### src/thcs_pkg.sv
package thcs_pkg;

    // bus shape
    localparam int THCS_ADDR_W = 12;
    localparam int THCS_DATA_W = 32;

    // register indices; byte address is four times the index
    localparam logic [7:0] THCS_IDX_ISEL = 8'h0a;
    localparam logic [7:0] THCS_IDX_LHI_LSB = 8'h16;
    localparam logic [7:0] THCS_IDX_LHI_MSB = 8'h17;
    localparam logic [7:0] THCS_IDX_LLO_LSB = 8'h18;
    localparam logic [7:0] THCS_IDX_LLO_MSB = 8'h19;
    localparam logic [7:0] THCS_IDX_STAT = 8'h20;
    localparam logic [7:0] THCS_IDX_ZHI = 8'h40;
    localparam logic [7:0] THCS_IDX_ZLO = 8'h41;
    localparam logic [7:0] THCS_IDX_IRQ_STAT = 8'h42;
    localparam logic [7:0] THCS_IDX_IRQ_MASK = 8'h43;

    // reset values and codes
    localparam logic [7:0] THCS_RST_BYTE = 8'h00;
    localparam logic [15:0] THCS_RST_LIMIT = 16'h0000;
    localparam logic [5:0] THCS_RST_ISEL = 6'h00;
    localparam logic [7:0] THCS_ISEL_CLEAR = 8'h00;
    localparam logic [5:0] THCS_SEL_Z_OVER = 6'h01;
    localparam logic [5:0] THCS_SEL_L_OVER = 6'h08;
    localparam logic [1:0] THCS_RESP_OKAY = 2'h0;
    localparam logic [1:0] THCS_RESP_SLVERR = 2'h2;

    // power-on busy time in clock cycles
    localparam int THCS_POR_W = 5;
    localparam logic [THCS_POR_W-1:0] THCS_POR_CYCLES = 5'h10;

    // interrupt bit positions
    localparam int THCS_IRQ_N = 4;
    localparam int THCS_IRQ_READY = 0;
    localparam int THCS_IRQ_Z_OVER = 1;
    localparam int THCS_IRQ_L_OVER = 2;
    localparam int THCS_IRQ_OSC = 3;

    // measurement input from the conversion datapath
    typedef struct packed {
        logic valid;
        logic [15:0] impedance_result;
        logic [15:0] inductance_result;
        logic osc_lost;
        logic lowest_sensor_frequency_high;
    } thcs_meas_t;

    // whole state of the block
    typedef struct packed {
        logic awready;
        logic wready;
        logic bvalid;
        logic [1:0] bresp;
        logic aw_got;
        logic [7:0] waddr;
        logic w_got;
        logic [7:0] wbyte;
        logic wen;
        logic arready;
        logic rvalid;
        logic [1:0] rresp;
        logic [7:0] rbyte;
        logic [7:0] l_lo_buf;
        logic [15:0] inductance_low_limit;
        logic [7:0] l_hi_buf;
        logic [15:0] inductance_high_limit;
        logic [15:0] impedance_high_limit;
        logic [15:0] impedance_low_limit;
        logic [5:0] interrupt_source_select;
        logic result_ready_n;
        logic impedance_over_flag_n;
        logic impedance_window_flag;
        logic inductance_over_flag_n;
        logic inductance_window_flag;
        logic oscillation_missing_error;
        logic [THCS_POR_W-1:0] por_cnt;
        logic [THCS_IRQ_N-1:0] irq_stat;
        logic [THCS_IRQ_N-1:0] irq_mask;
        logic irq;
    } thcs_state_t;

endpackage

### src/thcs_top.sv
//
// Contract
// - low inductance limit is upper byte times 256 plus lower byte.
// - inductance window flag set when result falls below low limit.
// - low-limit lower byte is buffered until the upper byte is written.
// - upper byte writes are accepted while converting, without stopping conversions.
// - status bit 7 reads 1 when sensor oscillation is not detected.
// - oscillation error also raised when minimum frequency exceeds sensor frequency.
// - status bit 6 reads 0 when new combined result is available.
// - status bit 5 latches 0 once impedance exceeds its high limit.
// - writing 0x00 to interrupt select register clears the latched over flags.
// - over flags reported only for matching interrupt select codes.
// - status bit 3 latches 0 once inductance exceeds its high limit.
// - status bit 4 goes 0 above impedance high, 1 below impedance low.
// - status bit 2 goes 0 above inductance high, 1 below inductance low.
// - status bit 0 reads 1 while power-on reset is in progress.
// - configuration writes are ignored during power-on reset.
// - inductance over flag set when result exceeds high limit.
// - high-limit lower byte is buffered until the upper byte is written.
//
// The implementer's own choice: the AXI4-Lite register port.
`timescale 1ns/1ps
`default_nettype none

module thcs_top (
    // clock, reset, enable
    input wire logic clk,
    input wire logic rst_b,
    input wire logic ce,
    // axi4-lite write address
    input wire logic awvalid,
    output logic awready,
    input wire logic [thcs_pkg::THCS_ADDR_W-1:0] awaddr,
    input wire logic [2:0] awprot,
    // axi4-lite write data
    input wire logic wvalid,
    output logic wready,
    input wire logic [thcs_pkg::THCS_DATA_W-1:0] wdata,
    input wire logic [3:0] wstrb,
    // axi4-lite write response
    output logic bvalid,
    input wire logic bready,
    output logic [1:0] bresp,
    // axi4-lite read address
    input wire logic arvalid,
    output logic arready,
    input wire logic [thcs_pkg::THCS_ADDR_W-1:0] araddr,
    input wire logic [2:0] arprot,
    // axi4-lite read data
    output logic rvalid,
    input wire logic rready,
    output logic [thcs_pkg::THCS_DATA_W-1:0] rdata,
    output logic [1:0] rresp,
    // conversion datapath
    input wire thcs_pkg::thcs_meas_t meas,
    // interrupt
    output logic irq
);
    import thcs_pkg::*;

    thcs_state_t s_q;
    thcs_state_t s_d;

    ////////////////////////////////////////////////////////////////////////////
    // register map helpers

    function automatic logic idx_known(input logic [7:0] idx);
        logic hit;
        hit = 1'b0;
        case (idx)
            THCS_IDX_ISEL, THCS_IDX_LHI_LSB, THCS_IDX_LHI_MSB,
            THCS_IDX_LLO_LSB, THCS_IDX_LLO_MSB, THCS_IDX_STAT,
            THCS_IDX_ZHI, THCS_IDX_ZLO, THCS_IDX_IRQ_STAT,
            THCS_IDX_IRQ_MASK: hit = 1'b1;
            default: hit = 1'b0;
        endcase
        return hit;
    endfunction

    function automatic logic [7:0] status_byte(input thcs_state_t s);
        logic z_rep;
        logic l_rep;
        z_rep = s.impedance_over_flag_n | (s.interrupt_source_select != THCS_SEL_Z_OVER);
        l_rep = s.inductance_over_flag_n | (s.interrupt_source_select != THCS_SEL_L_OVER);
        return {s.oscillation_missing_error,
                s.result_ready_n,
                z_rep,
                s.impedance_window_flag,
                l_rep,
                s.inductance_window_flag,
                1'b0,
                (s.por_cnt != '0)};
    endfunction

    function automatic logic [7:0] read_byte(input thcs_state_t s, input logic [7:0] idx);
        logic [7:0] v;
        v = 8'h00;
        case (idx)
            THCS_IDX_ISEL: v = {2'h0, s.interrupt_source_select};
            THCS_IDX_LHI_LSB: v = s.l_hi_buf;
            THCS_IDX_LHI_MSB: v = s.inductance_high_limit[15:8];
            THCS_IDX_LLO_LSB: v = s.l_lo_buf;
            THCS_IDX_LLO_MSB: v = s.inductance_low_limit[15:8];
            THCS_IDX_STAT: v = status_byte(s);
            THCS_IDX_IRQ_STAT: v = {4'h0, s.irq_stat};
            THCS_IDX_IRQ_MASK: v = {4'h0, s.irq_mask};
            default: v = 8'h00;
        endcase
        return v;
    endfunction

    ////////////////////////////////////////////////////////////////////////////
    // next state

    logic por_busy;
    logic [7:0] ridx;
    logic [15:0] zrd;
    logic [THCS_IRQ_N-1:0] ev;
    logic osc_now;

    always_comb begin
        s_d = s_q;
        por_busy = (s_q.por_cnt != '0);
        ridx = araddr[9:2];
        zrd = 16'h0000;
        ev = '0;
        osc_now = meas.osc_lost | meas.lowest_sensor_frequency_high;

        // power-on busy countdown
        if (por_busy) begin
            s_d.por_cnt = s_q.por_cnt - 1'b1;
        end

        // write address and data, taken in either order
        if (s_q.awready && awvalid) begin
            s_d.awready = 1'b0;
            s_d.aw_got = 1'b1;
            s_d.waddr = awaddr[9:2];
        end
        if (s_q.wready && wvalid) begin
            s_d.wready = 1'b0;
            s_d.w_got = 1'b1;
            s_d.wbyte = wdata[7:0];
            s_d.wen = wstrb[0];
        end

        // perform the write once both halves are in
        if (s_q.aw_got && s_q.w_got && !s_q.bvalid) begin
            s_d.aw_got = 1'b0;
            s_d.w_got = 1'b0;
            s_d.bvalid = 1'b1;
            s_d.bresp = idx_known(s_q.waddr) ? THCS_RESP_OKAY : THCS_RESP_SLVERR;
            if (s_q.wen && !por_busy) begin
                case (s_q.waddr)
                    THCS_IDX_ISEL: begin
                        s_d.interrupt_source_select = s_q.wbyte[5:0];
                        if (s_q.wbyte == THCS_ISEL_CLEAR) begin
                            s_d.impedance_over_flag_n = 1'b1;
                            s_d.inductance_over_flag_n = 1'b1;
                        end
                    end
                    THCS_IDX_LHI_LSB: s_d.l_hi_buf = s_q.wbyte;
                    THCS_IDX_LHI_MSB: s_d.inductance_high_limit = {s_q.wbyte, s_q.l_hi_buf};
                    THCS_IDX_LLO_LSB: s_d.l_lo_buf = s_q.wbyte;
                    THCS_IDX_LLO_MSB: s_d.inductance_low_limit = {s_q.wbyte, s_q.l_lo_buf};
                    THCS_IDX_ZHI: s_d.impedance_high_limit = {8'h00, s_q.wbyte};
                    THCS_IDX_ZLO: s_d.impedance_low_limit = {8'h00, s_q.wbyte};
                    THCS_IDX_IRQ_STAT: s_d.irq_stat = s_q.irq_stat & ~s_q.wbyte[THCS_IRQ_N-1:0];
                    THCS_IDX_IRQ_MASK: s_d.irq_mask = s_q.wbyte[THCS_IRQ_N-1:0];
                    default: s_d.bresp = s_d.bresp;
                endcase
            end
        end

        // write response
        if (s_q.bvalid && bready) begin
            s_d.bvalid = 1'b0;
            s_d.awready = 1'b1;
            s_d.wready = 1'b1;
        end

        // read channel
        if (s_q.arready && arvalid) begin
            s_d.arready = 1'b0;
            s_d.rvalid = 1'b1;
            s_d.rbyte = read_byte(s_q, ridx);
            s_d.rresp = idx_known(ridx) ? THCS_RESP_OKAY : THCS_RESP_SLVERR;
            if (ridx == THCS_IDX_STAT) begin
                s_d.result_ready_n = 1'b1;
            end
        end
        if (s_q.rvalid && rready) begin
            s_d.rvalid = 1'b0;
            s_d.arready = 1'b1;
        end

        // threshold comparison on each new result; sets override clears
        if (meas.valid) begin
            s_d.result_ready_n = 1'b0;
            ev[THCS_IRQ_READY] = 1'b1;
            if (meas.inductance_result > s_q.inductance_high_limit) begin
                s_d.inductance_over_flag_n = 1'b0;
                s_d.inductance_window_flag = 1'b0;
                ev[THCS_IRQ_L_OVER] = s_q.inductance_over_flag_n;
            end else if (meas.inductance_result < s_q.inductance_low_limit) begin
                s_d.inductance_window_flag = 1'b1;
            end
            if (meas.impedance_result > s_q.impedance_high_limit) begin
                s_d.impedance_over_flag_n = 1'b0;
                s_d.impedance_window_flag = 1'b0;
                ev[THCS_IRQ_Z_OVER] = s_q.impedance_over_flag_n;
            end else if (meas.impedance_result < s_q.impedance_low_limit) begin
                s_d.impedance_window_flag = 1'b1;
            end
        end

        // oscillation error follows the datapath level
        s_d.oscillation_missing_error = osc_now;
        ev[THCS_IRQ_OSC] = osc_now & ~s_q.oscillation_missing_error;

        // sticky interrupt status and output
        s_d.irq_stat = s_d.irq_stat | ev;
        s_d.irq = |(s_d.irq_stat & s_d.irq_mask);
        zrd = {8'h00, s_d.rbyte};
        s_d.rbyte = zrd[7:0];
    end

    ////////////////////////////////////////////////////////////////////////////
    // state register

    always_ff @(posedge clk or negedge rst_b) begin
        if (!rst_b) begin
            s_q <= '0;
            s_q.awready <= 1'b1;
            s_q.wready <= 1'b1;
            s_q.arready <= 1'b1;
            s_q.bresp <= THCS_RESP_OKAY;
            s_q.rresp <= THCS_RESP_OKAY;
            s_q.rbyte <= THCS_RST_BYTE;
            s_q.l_lo_buf <= THCS_RST_BYTE;
            s_q.l_hi_buf <= THCS_RST_BYTE;
            s_q.inductance_low_limit <= THCS_RST_LIMIT;
            s_q.inductance_high_limit <= THCS_RST_LIMIT;
            s_q.impedance_low_limit <= THCS_RST_LIMIT;
            s_q.impedance_high_limit <= THCS_RST_LIMIT;
            s_q.interrupt_source_select <= THCS_RST_ISEL;
            s_q.result_ready_n <= 1'b1;
            s_q.impedance_over_flag_n <= 1'b1;
            s_q.inductance_over_flag_n <= 1'b1;
            s_q.por_cnt <= THCS_POR_CYCLES;
        end else if (ce) begin
            s_q <= s_d;
        end
    end

    ////////////////////////////////////////////////////////////////////////////
    // outputs

    assign awready = s_q.awready;
    assign wready = s_q.wready;
    assign bvalid = s_q.bvalid;
    assign bresp = s_q.bresp;
    assign arready = s_q.arready;
    assign rvalid = s_q.rvalid;
    assign rresp = s_q.rresp;
    assign rdata = {24'h000000, s_q.rbyte};
    assign irq = s_q.irq;

endmodule

`default_nettype wire

### config.mk
export PLATFORM = sky130hd
export DESIGN_NAME = thcs_top
export DESIGN_NICKNAME = d
export VERILOG_FILES = /design/src/thcs_pkg.sv /design/src/thcs_top.sv
export SDC_FILE = /design/constraint.sdc
export NUM_CORES = 1
export LEC_CHECK = 0
export BUFFER_PORTS_ARGS = -buffer_cell sky130_fd_sc_hd__buf_4
export CELL_PAD_IN_SITES_DETAIL_PLACEMENT = 2
export CELL_PAD_IN_SITES_GLOBAL_PLACEMENT = 2
export CORE_ASPECT_RATIO = 2
export CORE_MARGIN = 3
export CORE_UTILIZATION = 32
export CTS_CLUSTER_SIZE = 28
export DETAILED_ROUTE_END_ITERATION = 6
export PLACE_DENSITY = 0.89
export SYNTH_ARGS = -nofsm -noshare
export SYNTH_HDL_FRONTEND = slang
export SYNTH_SLANG_ARGS = --single-unit
### constraint.sdc
create_clock -name clk -period 2.6 [get_ports clk]
set_clock_uncertainty 0.15 [all_clocks]
set_input_delay 0.39 -clock clk [delete_from_list [all_inputs] [get_ports clk]]
set_output_delay 0.39 -clock clk [all_outputs]
set_load 0.1 [all_outputs]
==> results_dict.tcl, run 1 <==
set metrics [dict create \
    seqPwrFrac 0.391 \
    track_usage 0.237 \
    grt_use_met2 0.443 \
    synth_compound_area_frac 0.107 \
    avgSynthCellArea_sq_um 10.8 \
    die-area_sq_mm 0.0240 \
    p_leak_nw 4.29 \
    synth_cells 653 \
    dr.pass1.iters 4 \
    regMostFlops "s_q" \
    overflow 0 \
    grt_max_degree 40 \
    crit_path_end_kind "register" \
    drt.antenna.violating_nets 0 \
    sw_frac_of_total 0.257 \
    yosys_warnings 0 \
    io_buffers 83 \
    drt_iter0_drc 362 \
    synth_top_area_frac 0.414 \
    cts_tree "yes" \
    drive_above_1_share 0.376 \
    busiest_layer "met2" \
    synth_seq_cells 124 \
    hold_class "in2reg" \
    period_share 1.02 \
    cp_num_buf_inv 3 \
    start_kind "register" \
    violations "negative setup slack" \
    setup_viol_count_final 9 \
    drc_errors 0 \
    place_area_sq_mm 0.00810 \
    internal_power_mw 3.69 \
    grt_pass1_vias 6850 \
    htree_levels 4 \
    viasPerCell 5.55 \
    ys_seq_area_frac 0.440 \
    period_minus_slack_ps 2640 \
    hold_violations 0 \
    clk_path_buf_depth 2 \
    clock-sinks 124 \
    worst_path_most_repeated_cell "nor2_4" \
    syn_to_final_growth_pct 28.5 \
    largest_reg_flops 108 \
    crit_slowest_cell "or4b_4" \
    switching_power_mw 1.28 \
    synth_edf_count 0 \
    die_w_um 111 \
    outcome "finished with violations" \
    clkPwrFrac 0.511 \
    arrival_ps 2810 \
    max_freq_mhz 378 \
    cts_buffers 17 \
    multi_input_area_sq_mm 0.00365 \
    start_util 0.326 \
    crit_chain "inv_2 > ha_2 > or4b_4 > nor2_4 > nand2_4 > or2_4 > nor2_4 > buf_6 > buf_16 > mux2_4" \
    cts_root_buf "clkbuf_16" \
    synthTopCellsByArea "dfrtp_1 (41%), mux2_2 (12%), ha_1 (8.3%), buf_4 (3.8%), inv_1 (3.1%)" \
    diodes 0 \
    ys_async_sr_fraction 1.00 \
    ys_types 72 \
    register_area_sq_mm 0.00311 \
    maxCapViolations 0 \
    wl_mm 28.3 \
    yosysTopAreaCell "dfrtp_1" \
    synthAdderAreaFrac 0.0832 \
    synth_xor_xnor_area_share 0.00372 \
    fill_cells 2260 \
    critPathTopFamily "simple AND/OR/NAND/NOR gates" \
    netlist_area_sq_mm 0.00707 \
    rsz0062_at_grt "true" \
    setup_slack_ps -42.2 \
    pin_count 151 \
    synth_top_family_by_area "multiplexers" \
    dpl.hpwl_mm 18.6 \
    clk_pin_slew_ps 60 \
    relSlewSlack 0.551 \
    crit_fanout 8 \
    finalMaxSlewViolations 0 \
    grt_first_pass_wirelength_mm 43.0 \
    synth-simple-area-share 0.121 \
    worstPathRequired_ps 2760 \
    power_frac_comb 0.098 \
    finalSetupTns_ps -286 \
    place.gp.congestion 0.876 \
    met3_usage 0.0425 \
    fin_area_sq_mm 0.00908 \
    crit_type "reg2reg" \
    peakVddDrop_mv 0.503 \
    finalNetCount 935 \
    cellPowerDensity_mw_per_mm2 547 \
    ys.flop_type "dfrtp_1" \
    avgRoutedWirePerCell_um 26.6 \
    synth_mux_area_frac 0.162 \
    coreArea_sq_mm 0.0217 \
    max_stage_delay_ps 520 \
    clk_latency_ps 440 \
    dr_total_vias 5908 \
    tightest_slew_ps 673 \
    antenna_found_initial 0 \
    fp.dieH_um 216 \
    rows 76 \
    use_met1 0.233 \
]
## worst paths after layout
path,from,endpoint,slack (ps),depth (start not counted)
setup / recovery,s_q[9],s_q[62],-40,10
hold / removal,wdata[1],s_q[120],40,2
setup reg to reg,s_q[9],s_q[62],-40,10
hold reg to reg,rdata[7],rdata[7],340,2
max in group asynchronous,rst_b,awready,1240,3
min in group asynchronous,rst_b,s_q[46],350,2
## Yosys cell counts, types with 7 or more instances
cell type and instances:
a21o_1 9, a21oi_1 20, a221oi_1 10, buf_4 36, clkbuf_1 12, dfrtp_1 117
dfstp_2 7, ha_1 47, inv_1 58, mux2_1 10, mux2_2 78, mux2i_1 14
nand2_1 51, nand3_1 15, nor2_1 16, o21ai_0 33
## layout by cell type, fill, tap and decap left out, types with 4 or more instances in the layout
cell       Yosys  final
a211oi_1       6      5
a21o_1         9      9
a21oi_1       20     18
a221oi_1      10      9
a31oi_1        4      4
buf_12         0      4
buf_4         36    126
buf_6          2      5
clkbuf_16      0     17
clkbuf_8       0      4
conb_1         1     26
dfrtp_1      117    115
dfstp_2        7      7
ha_1          47     46
inv_1         58     57
mux2_2        78     68
mux2_4         1     21
mux2i_1       14     14
nand2_1       51     47
nand2b_1       4      4
nand3_1       15     15
nand4_1        5      5
nand4b_1       4      4
nor2_1        16     16
nor3_1         6      6
nor4_1         6      5
o21ai_0       33     26
o21ai_1        0      4
o22ai_1        5      5
or4_1          4      4
## layer usage
metal	routed length, um	vias up
met5	0	-
met1	9310	3022
met3	1330	100
li1	-	2538
met4	1900	0
met2	15800	248
## per-stage QoR
| step | hold slack (ps) | utilization | total power [mW] | setup slack, ps | cells |
|---|---|---|---|---|---|
| after floorplan | -55.6 | - | 2.27 | 23.1 | 678 |
| after global placement | 260 | 0.374 | 2.43 | 2.00 | 1016 |
| after detailed placement | 258 | 0.374 | 2.45 | -70.5 | 1016 |
| after CTS | 19.4 | 0.410 | 4.97 | -69.6 | 1058 |
| after global routing | 31.5 | 0.419 | 5.12 | -96.5 | 1065 |
| final | 38.0 | 0.419 | 4.97 | -42.2 | 1065 |
## what timing repair did
action,CTS,global route
hold buffers,1,0
resized for setup,14,53
cloned,1,1
endpoints found under the hold margin,29,0
setup buffers,8,7
pin swaps,1,10
endpoints found under the setup margin,28,78
## logic make-up after synthesis
group           count (synthesis)
fa+ha+maj                      47
compound gates                114
xor+xnor                        3
buf+inv                       114
mux                           103
other cells                     1
simple gates                  147
flops                         124
## power groups by stage
stage | Clock (mW) | Sequential, mW | Combinational [mW]
floorplan | 0 | 1.97 | 0.298
global placement | 0 | 1.98 | 0.456
detailed placement | 0 | 1.98 | 0.473
CTS | 2.55 | 1.94 | 0.485
global route | 2.66 | 1.94 | 0.522
finish | 2.54 | 1.94 | 0.486
## layout make-up
class,instances,area share
well taps,273,0.0376
multi-input cells,440,0.402
inverters,58,0.0240
clock buffers,23,0.0537
flip-flops and latches,124,0.343
repair buffers,138,0.125
clock inverters,9,0.0149
Note: power is estimated with default switching activity, not from simulation.
==> inputs of run 2 (changes only) <==
--- a/config.mk
+++ b/config.mk
@@ -10,10 +10,12 @@
 export CELL_PAD_IN_SITES_GLOBAL_PLACEMENT = 2
 export CORE_ASPECT_RATIO = 2
 export CORE_MARGIN = 3
-export CORE_UTILIZATION = 32
+export CORE_UTILIZATION = 33
+export CTS_BUF_LIST = sky130_fd_sc_hd__clkbuf_8
 export CTS_CLUSTER_SIZE = 28
 export DETAILED_ROUTE_END_ITERATION = 6
-export PLACE_DENSITY = 0.89
+export GPL_TIMING_DRIVEN = 0
+export PLACE_DENSITY = 0.91
 export SYNTH_ARGS = -nofsm -noshare
 export SYNTH_HDL_FRONTEND = slang
 export SYNTH_SLANG_ARGS = --single-unit
==> run 2 against run 1 <==
Cell count rose by 3.6%; critical path depth unchanged; first-iteration DRC count increased by 6.4%; largest cell class unchanged; fmax shrank 3.1%; the run still ends with negative setup slack left; combinational power grew 9.9%; design area rose by 1.5%; die area down 2.9%; clock power down 24%.
==> results_dict.tcl, run 2 (synthesis results as in run 1) <==
set metrics [dict create \
    outcome "finished with violations" \
    violations "negative setup slack" \
    fill_cells 2155 \
    setup_slack_ps -127 \
    io_buffers 82 \
    clkPwrFrac 0.438 \
    cellPowerDensity_mw_per_mm2 477 \
    cts_root_buf "clkbuf_8" \
    rows 75 \
    crit_slowest_cell "or4b_4" \
    seqPwrFrac 0.441 \
    p_leak_nw 4.35 \
    switching_power_mw 1.32 \
    hold_class "in2reg" \
    clk_path_buf_depth 2 \
    clk_latency_ps 500 \
    wl_mm 30.9 \
    rsz0062_at_grt "true" \
    regMostFlops "s_q" \
    crit_type "reg2reg" \
    htree_levels 4 \
    setup_viol_count_final 25 \
    grt_max_degree 83 \
    dpl.hpwl_mm 18.8 \
    antenna_found_initial 0 \
    coreArea_sq_mm 0.0210 \
    die-area_sq_mm 0.0233 \
    fin_util 0.439 \
    finalNetCount 977 \
    multi_input_area_sq_mm 0.00368 \
    peakVddDrop_mv 0.299 \
    avgRoutedWirePerCell_um 28.0 \
    die_w_um 110 \
    power_frac_comb 0.121 \
    clk_pin_slew_ps 100 \
    track_usage 0.262 \
    fp.dieH_um 213 \
    pin_count 151 \
    finalMaxSlewViolations 0 \
    drive_above_1_share 0.373 \
    place_inst 1030 \
    dr.pass1.iters 5 \
    syn_to_final_growth_pct 30.4 \
    overflow 0 \
    grt_pass1_vias 7216 \
    fin_area_sq_mm 0.00922 \
    arrival_ps 2940 \
    sw_frac_of_total 0.300 \
    cts_buffers 17 \
    drc_errors 0 \
    period_share 1.05 \
    final_cell_mix "buf_4 (135), dfrtp_1 (116), mux2_2 (75), inv_1 (56), nand2_1 (51)" \
    crit_fanout 6 \
    start_util 0.336 \
    period_minus_slack_ps 2730 \
    diodes 0 \
    grt_first_pass_wirelength_mm 44.4 \
    max_freq_mhz 367 \
    crit_chain "inv_2 > ha_4 > or4b_4 > buf_12 > nor4_4 > buf_6 > buf_4 > mux2_2 > o211ai_1 > nand4_1" \
    maxCapViolations 0 \
    max_stage_delay_ps 500 \
    dr_total_vias 6270 \
    tightest_slew_ps 791 \
    worstPathRequired_ps 2810 \
    hold_violations 0 \
    largest_reg_flops 108 \
    drt_iter0_drc 385 \
    place.gp.congestion 0.871 \
    crit_path_end_kind "register" \
    clock-sinks 124 \
    register_area_sq_mm 0.00311 \
    timing.hold.ws_ps 7.20 \
    place_area_sq_mm 0.00816 \
    viasPerCell 5.68 \
    instances_no_fill 1103 \
    layout_commonest_cell "buf_4" \
    internal_power_mw 3.08 \
    cts_tree "yes" \
    drt.antenna.violating_nets 0 \
    relSlewSlack 0.473 \
    start_kind "register" \
]
[run 2: changes by cell type in the layout (fill, tap and decap cells not counted), moves of 5 or more]
cell | before | now
buf_4 | 126 | 135
clkbuf_1 | 2 | 11
clkbuf_16 | 17 | 0
clkbuf_8 | 4 | 18
dlygate4sd3_1 | 1 | 16
mux2_2 | 68 | 75
mux2_4 | 21 | 14
o21ai_0 | 26 | 31
[run 2: stage by stage]
step                      setup TNS, ps  setup slack (ps)  power, mW
after floorplan                       0              23.1       2.27
after global placement            -9180              -439       2.44
after detailed placement         -19610              -548       2.47
after CTS                          -410             -62.1       4.33
after global routing              -3650              -188       4.53
final                              -642              -127       4.40
[run 2: final timing paths]
kind                       slack [ps]       from       end  cells after the start
max                              -130    s_q[10]       irq                     10
min reg2reg                       330    s_q[13]   s_q[13]                      1
max in group asynchronous        1240      rst_b   s_q[19]                      3
min                                 7  awaddr[7]  s_q[133]                      2
max reg2reg                      -130    s_q[10]       irq                     10
min in group asynchronous         240      rst_b   s_q[84]                      2
[run 2: layout make-up]
cell class | count | share of cell area
Tap cell | 269 | 0.0365
Clock buffer | 18 | 0.0269
Multi-Input combinational cell | 440 | 0.399
Clock inverter | 14 | 0.0185
Buffer | 54 | 0.0404
Sequential cell | 124 | 0.338
Inverter | 58 | 0.0236
Timing Repair Buffer | 126 | 0.117
[run 2: layer usage]
metal / global-route usage / part of all wire / routed length, um / vias up
li1: - / - / - / 2624
met1: 0.250 / 0.33 / 10000 / 3202
met2: 0.483 / 0.55 / 16900 / 300
met3: 0.0424 / 0.042 / 1280 / 144
met4: 0.203 / 0.086 / 2660 / 0
met5: 0 / 0 / 0 / -
[run 2: what timing repair did]
action                                  4_1_cts  5_1_grt
gates cloned                                  1        0
hold buffers                                 16        0
endpoints found under the setup margin       81       80
pin swaps                                     9       11
buffers inserted                             20        6
gates resized for setup                      39       22
endpoints found under the hold margin        55        0
[run 2: power by group through the flow]
stage	registers (mW)	logic [mW]	clock network (mW)
2_1_floorplan	1.97	0.298	0
5_1_grt	1.94	0.570	2.02
3_5_place_dp	1.98	0.489	0
6_report	1.94	0.534	1.93
3_3_place_gp	1.98	0.465	0
4_1_cts	1.94	0.517	1.88
[run 2: critical path: cells and delay by family, from the launching register on]
family                     cells  cell delay [ps]
and+or+nand+nor                3              930
AOI/OAI and AO/OA              1              110
adders and majority gates      1              130
DFF                            1              400
muxes                          1              330
buffers and inverters          4              540
==> inputs of run 3 (changes only) <==
--- a/config.mk
+++ b/config.mk
@@ -5,12 +5,13 @@
 export SDC_FILE = /design/constraint.sdc
 export NUM_CORES = 1
 export LEC_CHECK = 0
+export ABC_AREA = 1
 export BUFFER_PORTS_ARGS = -buffer_cell sky130_fd_sc_hd__buf_4
 export CELL_PAD_IN_SITES_DETAIL_PLACEMENT = 2
 export CELL_PAD_IN_SITES_GLOBAL_PLACEMENT = 2
 export CORE_ASPECT_RATIO = 2
 export CORE_MARGIN = 3
-export CORE_UTILIZATION = 33
+export CORE_UTILIZATION = 30
 export CTS_BUF_LIST = sky130_fd_sc_hd__clkbuf_8
 export CTS_CLUSTER_SIZE = 28
 export DETAILED_ROUTE_END_ITERATION = 6
==> run 3 against run 2 <==
The run now ends clean; non-clock buffer count shrank 23; critical path type unchanged; die area is 12% higher; highest routed layer unchanged; cell count grew 21%; design area fell by 2.7%; sequential power increased by 24%; largest power group unchanged; critical path depth is 2 lower; global-route usage is 5.3 points lower; fmax up 20%; worst hold slack better by 46 ps; clock power decreased by 8%; flip-flop and latch count did not move.
==> results_dict.tcl, run 3 <==
set metrics [dict create \
    track_usage 0.210 \
    grt_max_degree 85 \
    start_util 0.309 \
    clock-sinks 124 \
    largest_reg_flops 108 \
    clk_latency_ps 460 \
    cts_resized 0 \
    io_buffers 83 \
    max_stage_delay_ps 420 \
    synth_xor_xnor_area_share 0.00362 \
    synth_compound_area_frac 0.131 \
    ys_top_cells_by_count "nand2_1 (222), inv_1 (129), dfrtp_1 (117)" \
    critPathTopFamily "simple AND/OR/NAND/NOR gates" \
    drt.antenna.violating_nets 0 \
    timing.hold.ws_ps 52.9 \
    start_kind "register" \
    place_inst 1283 \
    dr_total_vias 6631 \
    coreArea_sq_mm 0.0235 \
    finalNetCount 1195 \
    fp.dieH_um 226 \
    cts_buffers 17 \
    yosys_warnings 0 \
    dp_slack_ps 265 \
    ys_types 47 \
    relSlewSlack 0.592 \
    die-area_sq_mm 0.0262 \
    wl_mm 26.1 \
    hold_class "in2reg" \
    rrSetupSlack_ps 320 \
    register_area_sq_mm 0.00311 \
    instances_no_fill 1336 \
    setup_slack_ps 324 \
    synthAdderAreaFrac 0.0810 \
    ys_seq_area_frac 0.428 \
    synth_mux_area_frac 0 \
    overflow 0 \
    cellPowerDensity_mw_per_mm2 668 \
    hold_depth 3 \
    crit_type "reg2reg" \
    seqPwrFrac 0.403 \
    clkPwrFrac 0.295 \
    rows 79 \
    clk_path_buf_depth 2 \
    finalSetupTns_ps 0 \
    fill_cells 2683 \
    crit_path_end_kind "register" \
    internal_power_mw 3.59 \
    viasPerCell 4.96 \
    dpl.hpwl_mm 20.5 \
    critical_path.startpoint "s_q[10]" \
    arrival_ps 2460 \
    synthTopCellsByArea "dfrtp_1 (40%), nand2_1 (11%), ha_1 (8.1%), inv_1 (6.7%), buf_4 (3.7%)" \
    tightest_slew_ps 611 \
    worstPathRequired_ps 2790 \
    ys.flop_type "dfrtp_1" \
    cts_root_buf "clkbuf_8" \
    period_minus_slack_ps 2280 \
    crit_cells 8 \
    crit_chain "inv_1 > ha_1 > nand4_4 > inv_2 > nand4_1 > buf_2 > nand2_1 > o21ai_1" \
    die_w_um 116 \
    finalMaxSlewViolations 0 \
    multi_input_area_sq_mm 0.00335 \
    reg2reg_to "s_q[96]" \
    hold_violations 0 \
    syn_to_final_growth_pct 23.5 \
    cp_num_buf_inv 3 \
    crit_fanout 10 \
    outcome "finished clean" \
    drc_errors 0 \
    switching_power_mw 2.40 \
    synth_seq_cells 124 \
    rsz0062_at_grt "false" \
    grt_first_pass_wirelength_mm 41.3 \
    regMostFlops "s_q" \
    yosysTopAreaCell "dfrtp_1" \
    grt_pass1_vias 7688 \
    clk_pin_slew_ps 80 \
    synth_top_area_frac 0.403 \
    sw_frac_of_total 0.400 \
    layout_commonest_cell "nand2_1" \
    cts_tree "yes" \
    power_frac_comb 0.303 \
    synth_top_family_by_area "simple AND/OR/NAND/NOR gates" \
    max_freq_mhz 439 \
    r2r_cells 8 \
    pin_count 151 \
    dr.pass1.iters 4 \
    maxCapViolations 0 \
    crit_slowest_cell "dfrtp_1" \
    setup_viol_count_final 0 \
    synth-simple-area-share 0.232 \
    ys_async_sr_fraction 1.00 \
    avgSynthCellArea_sq_um 8.15 \
    period_share 0.875 \
    place.gp.congestion 0.900 \
    netlist_area_sq_mm 0.00726 \
    r2r-start "s_q[10]" \
    antenna_found_initial 1 \
    synth_edf_count 0 \
    final_cell_mix "nand2_1 (222), inv_1 (132), buf_4 (118), dfrtp_1 (117), nor2_1 (54)" \
    postCtsSetupBuffers 0 \
    critPathCapture "s_q[96]" \
    htree_levels 4 \
    synth_cells 891 \
    peakVddDrop_mv 0.620 \
    yosysMostFrequentCell "nand2_1" \
    avgRoutedWirePerCell_um 19.6 \
    drt_iter0_drc 237 \
    p_leak_nw 4.31 \
    drive_above_1_share 0.215 \
    fin_util 0.381 \
]
run 3: cell count changes in the layout (fill, tap and decap cells not counted), moves of 17 or more:
cell     before  now
mux2_2       75    0
buf_4       135  118
inv_1        56  132
nand2_1      51  222
o21ai_1       1   39
o21ai_2       0   18
nor2_1       16   54
run 3: metal layers:
layer / up-vias / routed length, um / GRT usage
met1: 3292 / 8560 / 0.191
met3: 64 / 785 / 0.0330
met4: 0 / 1540 / 0.115
met2: 157 / 15300 / 0.419
li1: 3118 / - / -
met5: - / 0 / 0
run 3: layout make-up:
class	count	area share
diodes	1	0.000279
multi-input cells	603	0.374
clock inverters	14	0.0173
inverters	136	0.0571
plain buffers	53	0.0425
flip-flops and latches	124	0.347
well taps	283	0.0395
clock buffers	18	0.0276
repair buffers	104	0.0953
run 3: worst min-delay path by stage:
stage / endpoint / startpoint / slack (ps)
after global placement: s_q[13] / s_q[13] / 290
after detailed placement: s_q[43] / rst_b / 180
after floorplan: bresp[1] / rst_b / -60
final: arready / rready / 50
after CTS: s_q[14] / meas[0] / 10
after global routing: arready / rready / 60
run 3: through the flow:
step	area, sq um	power, mW
4_1_cts	8970	6.03
5_1_grt	8970	6.31
2_1_floorplan	7360	3.62
3_5_place_dp	8360	4.23
6_report	8970	5.99
3_3_place_gp	8330	4.14
run 3: power by group through the flow:
stage,sequential [mW],clock (mW),combinational (mW)
after detailed placement,2.44,0,1.79
after CTS,2.41,1.80,1.83
after global placement,2.42,0,1.72
after floorplan,2.58,0,1.04
final,2.41,1.77,1.82
after global routing,2.45,1.88,1.98
run 3: repair_timing:
item / CTS / global route
hold buffers: 20 / 0
endpoints found under the setup margin: 0 / 0
endpoints found under the hold margin: 59 / 0
run 3: kinds of logic after synthesis:
group / Yosys count
AOI/OAI and AO/OA: 163
other: 1
buffers and inverters: 189
and+or+nand+nor: 364
adders and majority gates: 47
DFF: 124
xor gates and xnor gates: 3
run 3: worst reg2reg max path, cell delays in order, from the launching register on:
cell and delay (ps):
dfrtp_1 420, inv_1 80, ha_1 250, nand4_4 200, inv_2 180, nand4_1 350, buf_2 350, nand2_1 110
o21ai_1 70
